--- src/spi_port_defs.vh ---
// constants for the serial host port frame logic
`ifndef SPI_PORT_DEFS_VH
`define SPI_PORT_DEFS_VH
// ==========================================
// frame layout
`define OFFSET_BITS     6'h10
`define CTRL_BITS       6'h08
`define HEADER_BITS     6'h18
`define BYTE_LAST_BIT   3'h7
// ==========================================
// control byte fields
`define RW_POS          2
`define MODE_HI         1
`define MODE_LO         0
`define BLOCK_HI        7
`define BLOCK_LO        3
// ==========================================
// length mode and read/write codes
`define MODE_VARIABLE   2'h0
`define MODE_FIX1       2'h1
`define MODE_FIX2       2'h2
`define MODE_FIX4       2'h3
`define RW_READ         1'h0
`define RW_WRITE        1'h1
`endif
--- src/pin_sync.v ---
// three-stage synchroniser for one pin input with agreement filter
`timescale 1ns/1ps
module pin_sync (
   input  wire clk_sys,
   input  wire srst,
   input  wire pin,
   input  wire init_level,
   output reg  level
);
   reg s1;
   reg s2;
   reg s3;
   // ==========================================
   // s1 only feeds s2; level moves when the two later stages agree
   // stages start at the pin's idle level, so reset shows no false edge or select
   always @(posedge clk_sys) begin
      if (srst) begin
         s1    <= init_level;
         s2    <= init_level;
         s3    <= init_level;
         level <= init_level;
      end else begin
         s1 <= pin;
         s2 <= s1;
         s3 <= s2;
         if (s2 == s3)
            level <= s3;
      end
   end
endmodule // pin_sync

--- src/spi_frame_data_phase_port.v ---
// serial host port: offset, control and data phase of framed accesses
// How it works
// - every data byte moves most significant bit first
// - variable N-byte length or fixed 1, 2 or 4 byte length
// - variable mode: chip select high ends data phase, any length from one byte
// - read/write bit one means MOSI data bytes are stored
// - variable mode: write bytes keep coming while select low, one burst
// - each burst write byte goes to next higher offset
// - read/write bit zero: device drives data phase on MISO
// - MISO bit valid for host at rising serial clock edge
// - variable mode: read bytes keep coming while select low and clock runs
// - burst read bytes come from consecutive increasing offsets
// - fixed mode length: 01 one, 10 two, 11 four bytes
// - fixed frames use same bit layout as variable frames
// - one-byte fixed write: write bit, code 01, one data byte
// - four-byte fixed write: write bit, code 11, four data bytes
// - read/write bit zero reads, one writes
// - length bits 00 variable, 01/10/11 fixed 1/2/4 bytes
`timescale 1ns/1ps
`include "spi_port_defs.vh"
module spi_frame_data_phase_port (
   input  wire        clk_sys,
   input  wire        srst,
   input  wire        serial_select_n,
   input  wire        sclk,
   input  wire        mosi,
   output reg         miso,
   output wire        miso_oe_n,
   output reg  [15:0] mem_offset,
   output reg  [4:0]  block_select_bits,
   output reg         write_strobe,
   output reg  [7:0]  write_data,
   output reg         read_strobe,
   input  wire [7:0]  read_data,
   output reg         variable_length_mode,
   output reg         fixed_length_mode
);
   // ==========================================
   // pin synchronisers
   wire sel_n_s;
   wire sclk_s;
   wire mosi_s;
   // select starts released so no frame is seen while the stages fill
   pin_sync u_sel (
      .clk_sys    (clk_sys),
      .srst       (srst),
      .pin        (serial_select_n),
      .init_level (1'h1),
      .level      (sel_n_s)
   );

   pin_sync u_clk (
      .clk_sys    (clk_sys),
      .srst       (srst),
      .pin        (sclk),
      .init_level (1'h0),
      .level      (sclk_s)
   );

   pin_sync u_dat (
      .clk_sys    (clk_sys),
      .srst       (srst),
      .pin        (mosi),
      .init_level (1'h0),
      .level      (mosi_s)
   );

   // ==========================================
   // length decode, used for fixed-length frame end
   function [2:0] fixed_bytes;
      input [1:0] mode;
      begin
         case (mode)
            `MODE_FIX1: fixed_bytes = 3'h1;
            `MODE_FIX2: fixed_bytes = 3'h2;
            `MODE_FIX4: fixed_bytes = 3'h4;
            default:    fixed_bytes = 3'h0;
         endcase
      end
   endfunction

   // nonzero length bits: the frame length is counted, not bounded by select
   function is_fixed;
      input [1:0] code;
      begin
         is_fixed = (code != `MODE_VARIABLE);
      end
   endfunction

   localparam ST_HEADER = 2'h0;
   localparam ST_DATA   = 2'h1;

   reg        sclk_d;
   reg [1:0]  state;
   reg [5:0]  hdr_cnt;
   reg [23:0] hdr_shift;
   reg [2:0]  bit_cnt;
   reg [7:0]  rx_shift;
   reg [7:0]  tx_shift;
   reg [2:0]  byte_cnt;
   reg        rw;
   reg [1:0]  mode;
   reg        load_pending;

   // ==========================================
   // edge detection and frame end decode
   wire sclk_rise = sclk_s & ~sclk_d;
   wire sclk_fall = ~sclk_s & sclk_d;
   // select held low by a fixed-mode host never rises, so framing falls to counting
   wire active    = ~sel_n_s;
   wire [23:0] hdr_next = {hdr_shift[22:0], mosi_s};
   wire        fixed_end = is_fixed(mode) && (byte_cnt == fixed_bytes(mode) - 3'h1);

   assign miso_oe_n = ~(active && state == ST_DATA && rw == `RW_READ);

   // ==========================================
   // frame engine
   always @(posedge clk_sys) begin
      if (srst) begin
         sclk_d <= 1'h0;
         state <= ST_HEADER;
         hdr_cnt <= 6'h0;
         hdr_shift <= 24'h0;
         bit_cnt <= 3'h0;
         rx_shift <= 8'h0;
         tx_shift <= 8'h0;
         byte_cnt <= 3'h0;
         rw <= 1'h0;
         mode <= 2'h0;
         load_pending <= 1'h0;
         miso <= 1'h0;
         mem_offset <= 16'h0;
         block_select_bits <= 5'h0;
         write_strobe <= 1'h0;
         write_data <= 8'h0;
         read_strobe <= 1'h0;
         variable_length_mode <= 1'h0;
         fixed_length_mode <= 1'h0;
      end else begin
         sclk_d <= sclk_s;
         write_strobe <= 1'h0;
         read_strobe <= 1'h0;
         if (!active) begin
            state <= ST_HEADER;
            hdr_cnt <= 6'h0;
            bit_cnt <= 3'h0;
            byte_cnt <= 3'h0;
            load_pending <= 1'h0;
         end else begin
            // read data arrives one cycle after the strobe
            if (load_pending) begin
               tx_shift <= read_data;
               miso <= read_data[`BYTE_LAST_BIT];
               load_pending <= 1'h0;
            end
            case (state)
               ST_HEADER: begin
                  if (sclk_rise) begin
                     hdr_shift <= hdr_next;
                     if (hdr_cnt == `HEADER_BITS - 6'h1) begin
                        hdr_cnt <= 6'h0;
                        mem_offset <= hdr_next[23:8];
                        block_select_bits <= hdr_next[`BLOCK_HI:`BLOCK_LO];
                        rw <= hdr_next[`RW_POS];
                        mode <= hdr_next[`MODE_HI:`MODE_LO];
                        variable_length_mode <= ~is_fixed(hdr_next[`MODE_HI:`MODE_LO]);
                        fixed_length_mode <= is_fixed(hdr_next[`MODE_HI:`MODE_LO]);
                        bit_cnt <= 3'h0;
                        byte_cnt <= 3'h0;
                        state <= ST_DATA;
                        if (hdr_next[`RW_POS] == `RW_READ) begin
                           read_strobe <= 1'h1;
                           load_pending <= 1'h1;
                        end
                     end else begin
                        hdr_cnt <= hdr_cnt + 6'h1;
                     end
                  end
               end
               ST_DATA: begin
                  // shift out on falling edge so the bit is stable at the host's rising edge
                  if (sclk_fall && rw == `RW_READ && !load_pending && bit_cnt != 3'h0) begin
                     miso <= tx_shift[`BYTE_LAST_BIT - bit_cnt];
                  end
                  if (sclk_rise) begin
                     rx_shift <= {rx_shift[6:0], mosi_s};
                     bit_cnt <= bit_cnt + 3'h1;
                     if (bit_cnt == `BYTE_LAST_BIT) begin
                        if (rw == `RW_WRITE) begin
                           write_strobe <= 1'h1;
                           write_data <= {rx_shift[6:0], mosi_s};
                        end
                        if (fixed_end) begin
                           state <= ST_HEADER;
                           hdr_cnt <= 6'h0;
                        end else begin
                           byte_cnt <= byte_cnt + 3'h1;
                           if (rw == `RW_READ) begin
                              mem_offset <= mem_offset + 16'h1;
                              read_strobe <= 1'h1;
                              load_pending <= 1'h1;
                           end
                        end
                     end
                  end
                  // the write offset steps after the stored byte's strobe has been seen
                  if (write_strobe && rw == `RW_WRITE)
                     mem_offset <= mem_offset + 16'h1;
               end
               default: state <= ST_HEADER;
            endcase
         end
      end
   end
endmodule // spi_frame_data_phase_port

--- config.mk ---
export PLATFORM = sky130hd
export DESIGN_NAME = spi_frame_data_phase_port
export DESIGN_NICKNAME = d
export VERILOG_FILES = /design/src/pin_sync.v /design/src/spi_frame_data_phase_port.v
export VERILOG_INCLUDE_DIRS = /design/src
export SDC_FILE = /design/constraint.sdc
export NUM_CORES = 1
export LEC_CHECK = 0
export BUFFER_PORTS_ARGS = -buffer_cell sky130_fd_sc_hd__buf_2
export CAP_MARGIN = 20
export CORE_MARGIN = 10
export CORE_UTILIZATION = 55
export DETAILED_ROUTE_END_ITERATION = 16
export GPL_TIMING_DRIVEN = 1
export PLACE_DENSITY = 0.76
export SYNTH_ARGS = -nofsm -noshare
export SYNTH_HDL_FRONTEND = slang
export SYNTH_SLANG_ARGS = --single-unit
export TNS_END_PERCENT = 30
--- constraint.sdc ---
create_clock -name clk_sys -period 2.8 [get_ports clk_sys]
set_input_delay 0.14 -clock clk_sys [delete_from_list [all_inputs] [get_ports clk_sys]]
set_output_delay 0.14 -clock clk_sys [all_outputs]
set_load 0.01 [all_outputs]
After elaboration in Yosys (flattened, before gate mapping)
Index checks and enable logic that the tools add are counted.
{"block": "word_totals", "regBits": 102, "inputBits": 13, "wordCells": 136, "output_inout_bits": 35}
{"block": "classes", "n_eq_ne": 20, "bitwise": 11, "reduce_logical": 25, "add_sub_neg": 6, "muxes": 43, "order_cmp": 1}
{"operator": "$mux 16", "n": 7}
{"operator": "$pmux 16 s2", "n": 1}
{"operator": "$mux 6", "n": 5}
{"operator": "$mux 3", "n": 6}
{"operator": "$add 16x1->16 const B", "n": 1}
{"operator": "$reduce_and 5->1", "n": 3}
{"operator": "$mux 1", "n": 12}
{"operator": "$pmux 3 s2", "n": 2}
{"operator": "$pmux 6 s2", "n": 1}
{"operator": "$mux 2", "n": 5}
{"operator": "$ne 2x2->1 const B", "n": 5}
{"operator": "$ne 3x2->1 const B", "n": 3}
{"operator": "$not 1->1", "n": 9}
{"operator": "$pmux 3 s3", "n": 1}
{"operator": "$reduce_and 4->1", "n": 2}
{"operator": "$reduce_and 8->1", "n": 1}
{"operator": "$logic_and 1x1->1", "n": 7}
{"operator": "$add 3x1->3 const B", "n": 2}
{"operator": "$add 6x1->6 const B", "n": 1}
{"operator": "$eq 6x5->1 const B", "n": 1}
{"operator": "$reduce_and 3->1", "n": 2}
{"operator": "$reduce_and 6->1", "n": 1}
{"operator": "$reduce_bool 2->1", "n": 3}
{"operator": "$reduce_or 5->1", "n": 1}
{"operator": "other kinds (19)", "n": 24}

Longest topological paths before layout
Gate-level depths: netlist of the first run.
{"block": "depth", "word_depth": 10, "ltp_mapped": 9, "depth_no_buf": 7}

By module
From an unflattened synthesis of the first run, not the netlist that was laid out.
{"block": "hier_totals", "hier_cells": 544, "area_unflattened_um2": 4495.6}
{"module": "spi_frame_data_phase_port", "cells_per_inst": 499, "n_inst": 1, "seq_area_each_um2": 1781.7, "area_each_um2": 4056.4}
{"module": "pin_sync", "cells_per_inst": 15, "n_inst": 3, "seq_area_each_um2": 90.1, "area_each_um2": 146.4}

Least setup slack after synthesis of the first run
Ideal clock, no wire load.
{"block": "synth_path", "path_type": "register -> register", "startpoint": "register bit_cnt[0]", "endpoint": "register mem_offset[4]", "path_buffers": 2, "path_stages_with_launch": 9, "required_ps": 2678, "setup_ps": 122, "arrival_ps": 2157, "period_less_slack_ps": 2279, "path_slack_ps": 521, "path_cell_list": "dfxtp_1 > ha_1 > ha_1 > inv_1 > o31a_1 > or4_4 > buf_6 > buf_6 > a311o_1"}
{"block": "synth_via", "elab_chain_len": 3}
{"element": "start: declaration", "line": "spi_frame_data_phase_port.v:97", "text": "reg [2:0] bit_cnt;"}
{"element": "start signal: assignment", "line": "spi_frame_data_phase_port.v:187", "text": "bit_cnt <= bit_cnt + 3'h1;"}
{"element": "$eq 3x3->1 (no source line)"}
{"element": "$ne 3x1->1 (no source line)"}
{"element": "$reduce_and 8->1 (no source line)"}
{"element": "end signal: assignment", "line": "spi_frame_data_phase_port.v:162", "text": "mem_offset <= hdr_next[23:8];"}
{"element": "end signal: assignment", "line": "spi_frame_data_phase_port.v:199", "text": "mem_offset <= mem_offset + 16'h1;"}
{"element": "end signal: assignment", "line": "spi_frame_data_phase_port.v:208", "text": "mem_offset <= mem_offset + 16'h1;"}
{"element": "end: declaration", "line": "spi_frame_data_phase_port.v:29", "text": "output reg [15:0] mem_offset,"}
No other way between the ends.
A chain may end at the register's enable or synchronous reset.

Final worst setup path of the first run
{"block": "layout_path", "startpoint": "register bit_cnt[0]", "endpoint": "register mem_offset[6]"}
Same word-level chain as after synthesis.

==> out/results.ini, run 1 <==
[status]
status = finished, final reports clean

[floorplanning]
die_h_um = 108
start_util_pct = 56.2
dieArea_sq_um = 11800
core_sq_um = 7650
ios = 48
num_rows = 32
die_w_um = 108

[placed_design]
dp.cells = 651
port-buffer-count = 47
dpl.hpwl_um = 7030
gp_congestion = 0.895

[power_and_ir_drop]
intPower_mw = 1.85
p_per_area_nw_per_um2 = 493
swShare_pct = 23.6
pwr-share-seq_pct = 59.5
power_switching_mw = 0.572
ir_drop_mv = 0.372
p_leak_nw = 1.80
pwr-share-clk_pct = 38.6
combPwrFrac_pct = 1.9

[global_route]
grt_pass1_vias = 3585
grt_max_degree = 33
grt_overflow_total = 0
antenna_found_initial = 0
grt_pass1_wl_um = 17100
grtUsageTotal_pct = 17.7

[setup_path]
cp_slowest_stage_delay_ns = 0.59
arrival_ns = 2.67
crit_type = reg -> reg
cp_common_cell = ha_1
required_ns = 3.08
end_kind = flop
crit_path_top_delay_cell = or4_4
crit_chain = ha_1 > ha_1 > inv_1 > o31a_1 > or4_4 > a311o_1
cp_max_fo = 23
critPathLaunchType = flop

[finish]
fin_cells = 675
multi_input_area_sq_um = 2130
final_common_cell = nand2_1
seqCellArea_sq_um = 2020
fin_nets = 589
most-common-layout-cells = nand2_1 (120), dfxtp_1 (101), a21oi_1 (61)
diodes = 0
fillers = 652
drive_above_1_share_pct = 15.4
area_delta_synth_final_pct = 14.4

[hold_path]
hold_class = in -> reg

[logic_synthesis]
syn_area_sq_um = 4300
synth_cell_types = 53
synth_edf_count = 0
syn_inst = 517
synth_warnings = 0
synth_flop_cell = dfxtp_1
synth_seq_area_share_pct = 47.0
synth.net_count = 538
synth.avg_cell_area_sq_um = 8.32
ys_async_sr_fraction_pct = 0
synth_seq_cells = 101

[run]
max_cap_violations = 0

[sta]
worstMarginPinSlew_ns = 0.561
setup_viol = 0
fin_skew_ns = 0.0131
fin_tns_setup_ns = 0
fmax_mhz = 418
final-hold-violation-count = 0
min_period_over_period_pct = 85.4
drv_slew = 0
rsz0062_at_grt = no
fin_crit_ns = 2.39
relSlewSlack_pct = 62.2

[routing]
wl_um = 10200
dr.first_iter.drc_count = 184
antenna_left = 0
vias_per_cell = 5.65
wl_per_cell_um = 15.0
drcViolationCount = 0
dr_total_vias = 3815
first_pass_iters = 4

[clock_tree]
clock-root-buffer = clkbuf_8
cts-htree-levels = 3
path_clk_slew_ns = 0.11
cts_buffer_depth = 2
cts_num_sinks = 101
tritoncts = yes
clk_latency_ns = 0.38
cts_buffers = 9
cts.repair.resized = 0

-- through the flow --
step                      area (sq um)  util [%]  worst slack [ns]  hold slack (ns)  total power [mW]
after floorplan                   4300         -             0.521            0.244              1.50
after global placement            4640      60.7             0.472            0.323              1.51
after detailed placement          4640      60.7             0.419            0.328              1.51
after CTS                         4920      64.3             0.421          0.00123              2.45
after global routing              4920      64.3             0.194          0.00489              2.51
final                             4920      64.3             0.409           0.0223              2.42
-- power by group through the flow --
stage / clock [mW] / sequential, mW / combinational, mW
CTS: 0.963 / 1.44 / 0.0471
global route: 1.02 / 1.44 / 0.0514
floorplan: 0 / 1.48 / 0.0222
global placement: 0 / 1.48 / 0.0377
detailed placement: 0 / 1.48 / 0.0384
finish: 0.935 / 1.44 / 0.0469
-- sequential cells by signal (all words and copies together) (netlist names), 2 cells and up --
signal,count
hdr_shift,23
mem_offset,16
tx_shift,8
write_data,8
rx_shift,7
hdr_cnt,6
block_select_bits,5
bit_cnt,3
byte_cnt,3
mode,2
-- area by class of cell --
type,instances,share of cell area [%]
tap,102,2.59
timing repair buffer,67,8.24
multi-input combinational,379,43.2
clock buffer,11,3.08
clock inverter,5,0.992
sequential,101,41.1
inverter,10,0.763
-- kinds of logic (layout without fill, tap and decap cells) --
group,count (synthesis),count (layout),synth area share [%]
AO/OA/AOI/OAI,123,123,17.7
XOR/XNOR,6,6,1.22
adder cells (fa/ha/maj),8,8,2.33
buffers and inverters,37,93,3.64
flip-flops,101,101,47.0
multiplexers,14,14,3.87
AND/OR/NAND/NOR,228,228,24.2
-- repair_timing --
item                      in CTS  in global routing
hold endpoints to repair       8                  0
buffers inserted               0                  0
hold buffers                   8                  0
-- cells in the mapped netlist, types with 3 or more instances --
master	instances	share of area, %
buf_1	3	0.26
a21oi_1	61	7.1
o21a_1	4	0.70
o31a_1	4	0.81
or3_1	3	0.44
or2_2	4	0.58
nand3_1	9	1.0
xnor2_1	4	0.81
a211oi_1	4	0.70
o21ai_0	15	1.7
a221oi_1	3	0.61
inv_1	9	0.79
and4_1	3	0.61
ha_1	8	2.3
nor2b_1	12	1.7
nand2b_1	4	0.58
o22ai_1	3	0.44
mux2i_1	11	2.6
a22oi_1	7	1.2
nand4_1	10	1.5
dfxtp_1	101	47
clkbuf_1	20	1.7
nor3_1	5	0.58
nand2_1	120	10
and2_1	7	1.0
a32oi_1	4	0.81
and3_1	5	0.73
nor4_1	4	0.58
nor2_1	38	3.3
-- path summary, 6_finish.rpt --
| kind | start | endpoint | slack, ns | cells after the start |
|---|---|---|---|---|
| setup reg to reg | bit_cnt[0] | mem_offset[6] | 0.41 | 6 |
| setup / recovery | bit_cnt[0] | mem_offset[6] | 0.41 | 6 |
| hold reg to reg | u_sel.s1 | u_sel.s2 | 0.42 | 1 |
| hold / removal | read_data[3] | tx_shift[3] | 0.02 | 3 |
-- layer usage --
metal	GRT usage [%]	wire length [um]	vias up
li1	-	-	1913
met1	22.0	4660	1804
met2	28.9	4940	88
met3	5.12	451	10
met4	5.74	95	0
met5	0	0	-
-- worst max-delay path, delay by kind of cell, from the launching register on --
family	cells	cell delay (ns)
AND/OR/NAND/NOR	1	0.59
adder cells (fa/ha/maj)	2	0.44
flip-flops	1	0.49
AO/OA/AOI/OAI	2	0.71
buffers and inverters	1	0.07
Note: power is estimated with default switching activity, not from simulation.
==> run 2, diff against run 1 <==
--- a/config.mk
+++ b/config.mk
@@ -6,13 +6,16 @@
 export SDC_FILE = /design/constraint.sdc
 export NUM_CORES = 1
 export LEC_CHECK = 0
+export ABC_AREA = 1
 export BUFFER_PORTS_ARGS = -buffer_cell sky130_fd_sc_hd__buf_2
 export CAP_MARGIN = 20
 export CORE_MARGIN = 10
 export CORE_UTILIZATION = 55
 export DETAILED_ROUTE_END_ITERATION = 16
+export GPL_ROUTABILITY_DRIVEN = 1
 export GPL_TIMING_DRIVEN = 1
-export PLACE_DENSITY = 0.76
+export PLACE_DENSITY = 0.75
+export SETUP_SLACK_MARGIN = 0.3
 export SYNTH_ARGS = -nofsm -noshare
 export SYNTH_HDL_FRONTEND = slang
 export SYNTH_SLANG_ARGS = --single-unit
==> out/results.ini, run 2 <==
[setup_path]
cp_common_cell = ha_1  ; unchanged
required_ns = 3.08  ; about the same
crit_type = reg -> reg  ; unchanged
end_kind = flop  ; unchanged
crit_path_top_delay_cell = a21oi_2  ; was or4_4
cp_slowest_stage_delay_ns = 0.51  ; was 0.59 ns
crit_chain = ha_1 > ha_1 > nand2_2 > nor2_1 > nand2_1 > a21oi_2 > nand3_1 > a21oi_1  ; was ha_1 > ha_1 > inv_1 > o31a_1 > or4_4 > a311o_1
cp_max_fo = 13  ; was 23
critPathTopFamily = compound AO/OA/AOI/OAI gates  ; unchanged
critPathBufInv = 0  ; was 1
arrival_ns = 2.30  ; was 2.67 ns
critPathLaunchType = flop  ; unchanged

[clock_tree]
clk_latency_ns = 0.37  ; was 0.38 ns
tritoncts = yes  ; unchanged
cts_num_sinks = 101  ; unchanged
path_clk_slew_ns = 0.10  ; was 0.11 ns
cts_buffer_depth = 2  ; unchanged
clock-root-buffer = clkbuf_8  ; unchanged
cts-htree-levels = 3  ; unchanged
cts_buffers = 9  ; unchanged

[sta]
rsz0062_at_grt = no  ; unchanged
setup_viol = 0  ; unchanged
worstMarginPinSlew_ns = 0.815  ; was 0.561 ns
drv_slew = 0  ; unchanged
final-hold-violation-count = 0  ; unchanged
relSlewSlack_pct = 45.6  ; was 62.2%
fmax_mhz = 494  ; was 418 MHz
min_period_over_period_pct = 72.3  ; was 85.4%
fin_tns_setup_ns = 0  ; unchanged
fin_crit_ns = 2.02  ; was 2.39 ns
fin_skew_ns = 0.0187  ; was 0.0131 ns

[routing]
dr.first_iter.drc_count = 247  ; was 184
drcViolationCount = 0  ; unchanged
antenna_left = 0  ; unchanged
wl_met3_um = 517  ; was 451 um
dr_total_vias = 4087  ; was 3815
maxUsedRoutingLayer = met4  ; unchanged
wl_um = 10200  ; about the same
vias_per_cell = 5.29  ; was 5.65
wl_per_cell_um = 13.2  ; was 15.0 um
routedLengthMet1_um = 4700  ; was 4660 um
first_pass_iters = 4  ; unchanged
wl_met2_um = 4840  ; was 4940 um

[finish]
final_common_cell = nand2_1  ; unchanged
fin_nets = 684  ; was 589
area_delta_synth_final_pct = 12.9  ; was 14.4%
top_register = hdr_shift  ; unchanged
drive_above_1_share_pct = 14.2  ; was 15.4%
stdcell_area_sq_um = 5120  ; was 4920 sq um
reg.largest.list = hdr_shift x23, mem_offset x16  ; unchanged
diodes = 0  ; unchanged
most-common-layout-cells = nand2_1 (117), dfxtp_1 (101), nor2_1 (95)  ; was nand2_1 (120), dfxtp_1 (101), a21oi_1 (61)
fin_cells = 773  ; was 675
largest_register_ffs = 23  ; unchanged

[floorplanning]
ios = 48  ; unchanged
start_util_pct = 55.7  ; was 56.2%
num_rows = 33  ; was 32
dieArea_sq_um = 12300  ; was 11800 sq um
die_h_um = 111  ; was 108 um
die_w_um = 111  ; was 108 um
core_sq_um = 8130  ; was 7650 sq um

[logic_synthesis]
syn_area_sq_um = 4530  ; was 4300 sq um
synth_warnings = 0  ; unchanged
synth_cell_types = 36  ; was 53
synth_top_area_share_pct = 44.6  ; was 47.0%
synth_seq_cells = 101  ; unchanged
synth.net_count = 639  ; was 538
synth_edf_count = 0  ; unchanged
yosysTopAreaCell = dfxtp_1  ; unchanged
synth_common_cells = nand2_1 (117), dfxtp_1 (101), nor2_1 (95)  ; was nand2_1 (120), dfxtp_1 (101), a21oi_1 (61)
ys_async_sr_fraction_pct = 0  ; unchanged
yosys-top-cells-area = dfxtp_1 (45%), nand2_1 (9.7%), nor2_1 (7.9%)  ; was dfxtp_1 (47%), nand2_1 (10%), a21oi_1 (7.1%)
synth_seq_area_share_pct = 44.6  ; was 47.0%
syn_inst = 618  ; was 517
synth_most_common_cell = nand2_1  ; unchanged
synth_flop_cell = dfxtp_1  ; unchanged
synth.avg_cell_area_sq_um = 7.34  ; was 8.32 sq um

[global_route]
antenna_found_initial = 0  ; unchanged
grt_max_degree = 47  ; was 33
grt_pass1_wl_um = 17600  ; was 17100 um
grt_overflow_total = 0  ; unchanged
grt_pass1_vias = 3836  ; was 3585
grtUsageTotal_pct = 16.5  ; was 17.7%

[power_and_ir_drop]
pwr-share-clk_pct = 42.7  ; was 38.6%
swShare_pct = 20.9  ; was 23.6%
pwr-share-seq_pct = 55.2  ; was 59.5%
power_switching_mw = 0.547  ; was 0.572 mW
p_total_mw = 2.61  ; was 2.42 mW
intPower_mw = 2.07  ; was 1.85 mW
combPwrFrac_pct = 2.1  ; was 1.9%
p_leak_nw = 2.09  ; was 1.80 nW
p_per_area_nw_per_um2 = 511  ; was 493 nW/um^2
ir_drop_mv = 0.325  ; was 0.372 mV

[placed_design]
dpl.hpwl_um = 7210  ; was 7030 um
gp_congestion = 0.886  ; was 0.895
place_area_sq_um = 4780  ; was 4640 sq um
dp.cells = 748  ; was 651
port-buffer-count = 47  ; unchanged

[hold_path]
hold_class = in -> reg  ; unchanged

[status]
status = finished, final reports clean  ; unchanged

[run]
max_cap_violations = 0  ; unchanged

==> run 2: power groups by stage <==
| stage | combinational, mW | clock, mW | sequential (mW) |
|---|---|---|---|
| global route | 0.0615 | 1.19 | 1.44 |
| global placement | 0.0430 | 0 | 1.48 |
| detailed placement | 0.0441 | 0 | 1.48 |
| finish | 0.0543 | 1.12 | 1.44 |
| CTS | 0.0537 | 1.13 | 1.44 |
| floorplan | 0.0287 | 0 | 1.48 |
==> run 2: routing by layer <==
metal | track usage (%) | vias to the layer above
met5 | 0 | -
met4 | 7.38 | 0
met3 | 3.30 | 12
met2 | 27.4 | 98
met1 | 20.2 | 1878
li1 | - | 2099
==> run 2: layout make-up <==
class,count,area (sq um)
flip-flops and latches,101,2020
inverters,67,253
clock buffers,10,128
repair buffers,58,340
clock inverters,6,118
fillers,737,3020
well taps,105,131
multi-input cells,426,2130
==> run 2: worst paths after layout <==
| path | endpoint | startpoint | cells after the start | slack, ns |
|---|---|---|---|---|
| setup / recovery | mem_offset[13] | bit_cnt[0] | 8 | 0.78 |
| hold / removal | tx_shift[0] | read_data[0] | 3 | 0.005 |
| setup reg to reg | mem_offset[13] | bit_cnt[0] | 8 | 0.78 |
| hold reg to reg | u_dat.s2 | u_dat.s1 | 2 | 0.41 |
==> run 2: tightest hold or removal path, cell delays in order <==
cell    delay, ns
buf_2        0.08
nor2_1       0.04
nor2_1       0.09
==> run 2: per-stage QoR <==
| stage | setup WS (ns) | hold slack (ns) | utilization [%] |
|---|---|---|---|
| CTS | 0.608 | 0.0000885 | 62.9 |
| finish | 0.775 | 0.00543 | 62.9 |
| detailed placement | 0.643 | 0.338 | 58.7 |
| floorplan | 1.19 | 0.244 | - |
| global placement | 0.684 | 0.326 | 58.7 |
| global route | 0.513 | 0.0123 | 62.9 |
==> run 2: logic make-up (layout without fill, tap and decap cells) <==
logic type                 Yosys count  in the layout  share of synthesized area, %
and+or+nand+nor                    280            280                          26.8
AOI/OAI and AO/OA                  133            133                          16.8
DFF                                101            101                          44.6
buffers and inverters               91            141                          8.61
adders and majority gates            8              8                          2.21
xor gates and xnor gates             5              5                         0.966
==> run 2: repair_timing <==
action	in CTS	in global routing
endpoints found under the hold margin	9	0
setup buffers	0	0
setup endpoints to repair	0	1
hold buffers	9	0
resized for setup	0	1
==> run 3, diff against run 2 <==
--- a/config.mk
+++ b/config.mk
@@ -6,11 +6,11 @@
 export SDC_FILE = /design/constraint.sdc
 export NUM_CORES = 1
 export LEC_CHECK = 0
-export ABC_AREA = 1
+export ABC_AREA = 0
 export BUFFER_PORTS_ARGS = -buffer_cell sky130_fd_sc_hd__buf_2
 export CAP_MARGIN = 20
 export CORE_MARGIN = 10
-export CORE_UTILIZATION = 55
+export CORE_UTILIZATION = 52
 export DETAILED_ROUTE_END_ITERATION = 16
 export GPL_ROUTABILITY_DRIVEN = 1
 export GPL_TIMING_DRIVEN = 1
==> constraint.sdc (replaced) <==
create_clock -name clk_sys -period 1.8 [get_ports clk_sys]
set_input_delay 0.09 -clock clk_sys [delete_from_list [all_inputs] [get_ports clk_sys]]
set_output_delay 0.09 -clock clk_sys [all_outputs]
set_load 0.01 [all_outputs]
==> out/results.ini, run 3 (synthesis gave the netlist of run 1 again) <==
[floorplanning]
start_util_pct = 52.9  ; was 55.7%
num_rows = 33  ; unchanged
die_w_um = 111  ; about the same
die_h_um = 111  ; about the same
dieArea_sq_um = 12300  ; about the same
ios = 48  ; unchanged
core_sq_um = 8130  ; unchanged

[routing]
dr_total_vias = 4262  ; was 4087
vias_per_cell = 5.89  ; was 5.29
antenna_left = 0  ; unchanged
drcViolationCount = 0  ; unchanged
dr.first_iter.drc_count = 266  ; was 247
wl_per_cell_um = 16.9  ; was 13.2 um
first_pass_iters = 6  ; was 4
wl_um = 12200  ; was 10200 um

[clock_tree]
tritoncts = yes  ; unchanged
cts-htree-levels = 3  ; unchanged
cts_num_sinks = 101  ; unchanged
cts_buffer_depth = 2  ; unchanged
clock-root-buffer = clkbuf_8  ; unchanged
cts_buffers = 9  ; unchanged
path_clk_slew_ns = 0.11  ; was 0.10 ns
clk_latency_ns = 0.38  ; was 0.37 ns

[power_and_ir_drop]
p_leak_nw = 2.08  ; was 2.09 nW
p_per_area_nw_per_um2 = 660  ; was 511 nW/um^2
ir_drop_mv = 0.522  ; was 0.325 mV

[sta]
rsz0062_at_grt = yes  ; was no
drv_slew = 0  ; unchanged
setup_viol = 22  ; was 0
relSlewSlack_pct = 60.9  ; was 45.6%
final-hold-violation-count = 0  ; unchanged
min_period_over_period_pct = 114  ; was 72.3%
fmax_mhz = 486  ; was 494 MHz
fin_skew_ns = 0.0144  ; was 0.0187 ns
setup_ws_ns = -0.256  ; was 0.775 ns
worstMarginPinSlew_ns = 0.587  ; was 0.815 ns
fin_crit_ns = 2.06  ; was 2.02 ns

[finish]
final_common_cell = nand2_1  ; unchanged
most-common-layout-cells = nand2_1 (118), dfxtp_1 (92), a21oi_1 (54)  ; was nand2_1 (117), dfxtp_1 (101), nor2_1 (95)
top_register = hdr_shift  ; unchanged
largest_register_ffs = 23  ; unchanged
reg.largest.list = hdr_shift x23, mem_offset x16  ; unchanged
stdcell_area_sq_um = 5730  ; was 5120 sq um
area_delta_synth_final_pct = 33.2  ; was 12.9%
drive_above_1_share_pct = 31.7  ; was 14.2%
fin_nets = 634  ; was 684

[hold_path]
hold_class = in -> reg  ; unchanged
hold_end = mem_offset[5]  ; was tx_shift[0]
hold_start = srst  ; was read_data[0]
min_path_cells = 2  ; was 3

[run]
max_cap_violations = 0  ; unchanged

[setup_path]
arrival_ns = 2.37  ; was 2.30 ns
r2r_cells = 6  ; was 8
ff2ff_setup_slack_ns = -0.26  ; was 0.78 ns
required_ns = 2.12  ; was 3.08 ns
cp_max_fo = 6  ; was 13
critPathLaunchType = flop  ; unchanged
rr_startpoint = hdr_cnt[0]  ; was bit_cnt[0]
end_kind = flop  ; unchanged
crit_type = reg -> reg  ; unchanged
r2r-end = mem_offset[4]  ; was mem_offset[13]

[global_route]
grtUsageTotal_pct = 18.5  ; was 16.5%
grt_pass1_wl_um = 19500  ; was 17600 um
grt_pass1_vias = 4109  ; was 3836
grt_max_degree = 62  ; was 47
antenna_found_initial = 1  ; was 0
grt_overflow_total = 0  ; unchanged

[placed_design]
gp_congestion = 0.888  ; was 0.886
port-buffer-count = 47  ; unchanged
dp_slack_ns = -0.312  ; was 0.643 ns
place_area_sq_um = 4940  ; was 4780 sq um
dpl.hpwl_um = 7390  ; was 7210 um

[status]
violations = setup timing
status = finished, violations left  ; was finished, final reports clean

==> run 3: metrics by stage <==
| stage | instances | hold slack, ns | setup TNS [ns] | power (mW) | utilization [%] |
|---|---|---|---|---|---|
| 2_1_floorplan | 517 | 0.194 | -4.07 | 2.33 | - |
| 3_3_place_gp | 689 | 0.278 | -3.02 | 2.35 | 60.8 |
| 3_5_place_dp | 689 | 0.277 | -3.75 | 2.35 | 60.8 |
| 4_1_cts | 720 | 0.0177 | -3.02 | 3.79 | 67.8 |
| 5_1_grt | 724 | 0.0354 | -4.86 | 3.88 | 70.4 |
| 6_report | 724 | 0.0360 | -3.55 | 3.78 | 70.4 |
==> run 3: repair_timing <==
item                                    4_1_cts  5_1_grt
cloned                                        2        0
resized for setup                            58       41
endpoints found under the setup margin       57       79
hold buffers                                 11        0
pin swaps                                    44       34
setup buffers                                 2        3
endpoints found under the hold margin        11        0
==> run 3: worst max-delay path, stage by stage (launching register included) <==
cell      delay (ns)
dfxtp_2         0.37
ha_4            0.15
nand4b_4        0.10
o31a_1          0.36
or4_4           0.61
o31ai_1         0.26
a311o_1         0.14
==> run 3: routing by layer <==
layer	vias up	part of all wire, %	track usage (%)
li1	2011	-	-
met5	-	0	0
met2	174	50	31.6
met1	2044	41	22.1
met3	33	6.1	3.25
met4	0	2.3	7.90
==> run 3: cell type report <==
| type | instances | area [sq um] |
|---|---|---|
| Clock buffer | 9 | 124 |
| Clock inverter | 7 | 76.3 |
| Tap cell | 105 | 131 |
| Fill cell | 598 | 2410 |
| Multi-Input combinational cell | 381 | 2510 |
| Timing Repair Buffer | 110 | 801 |
| Inverter | 10 | 37.5 |
| Sequential cell | 101 | 2040 |
| Antenna cell | 1 | 2.50 |
==> run 3: worst max-delay path by stage <==
stage / start / endpoint / cells past startpoint
finish: hdr_cnt[0] / mem_offset[4] / 6
global route: hdr_cnt[0] / mem_offset[0] / 6
CTS: bit_cnt[0] / mem_offset[0] / 7
detailed placement: mode[0] / mem_offset[2] / 7
global placement: mode[1] / mem_offset[6] / 6
floorplan: mode[1] / mem_offset[4] / 8
==> run 3: power by group <==
part / switching, mW / leakage, nW / internal, mW
clock network: 0.905 / 0.102 / 0.551
logic: 0.0473 / 1.16 / 0.0349
registers: 0.00373 / 0.819 / 2.24
total: 0.956 / 2.08 / 2.82
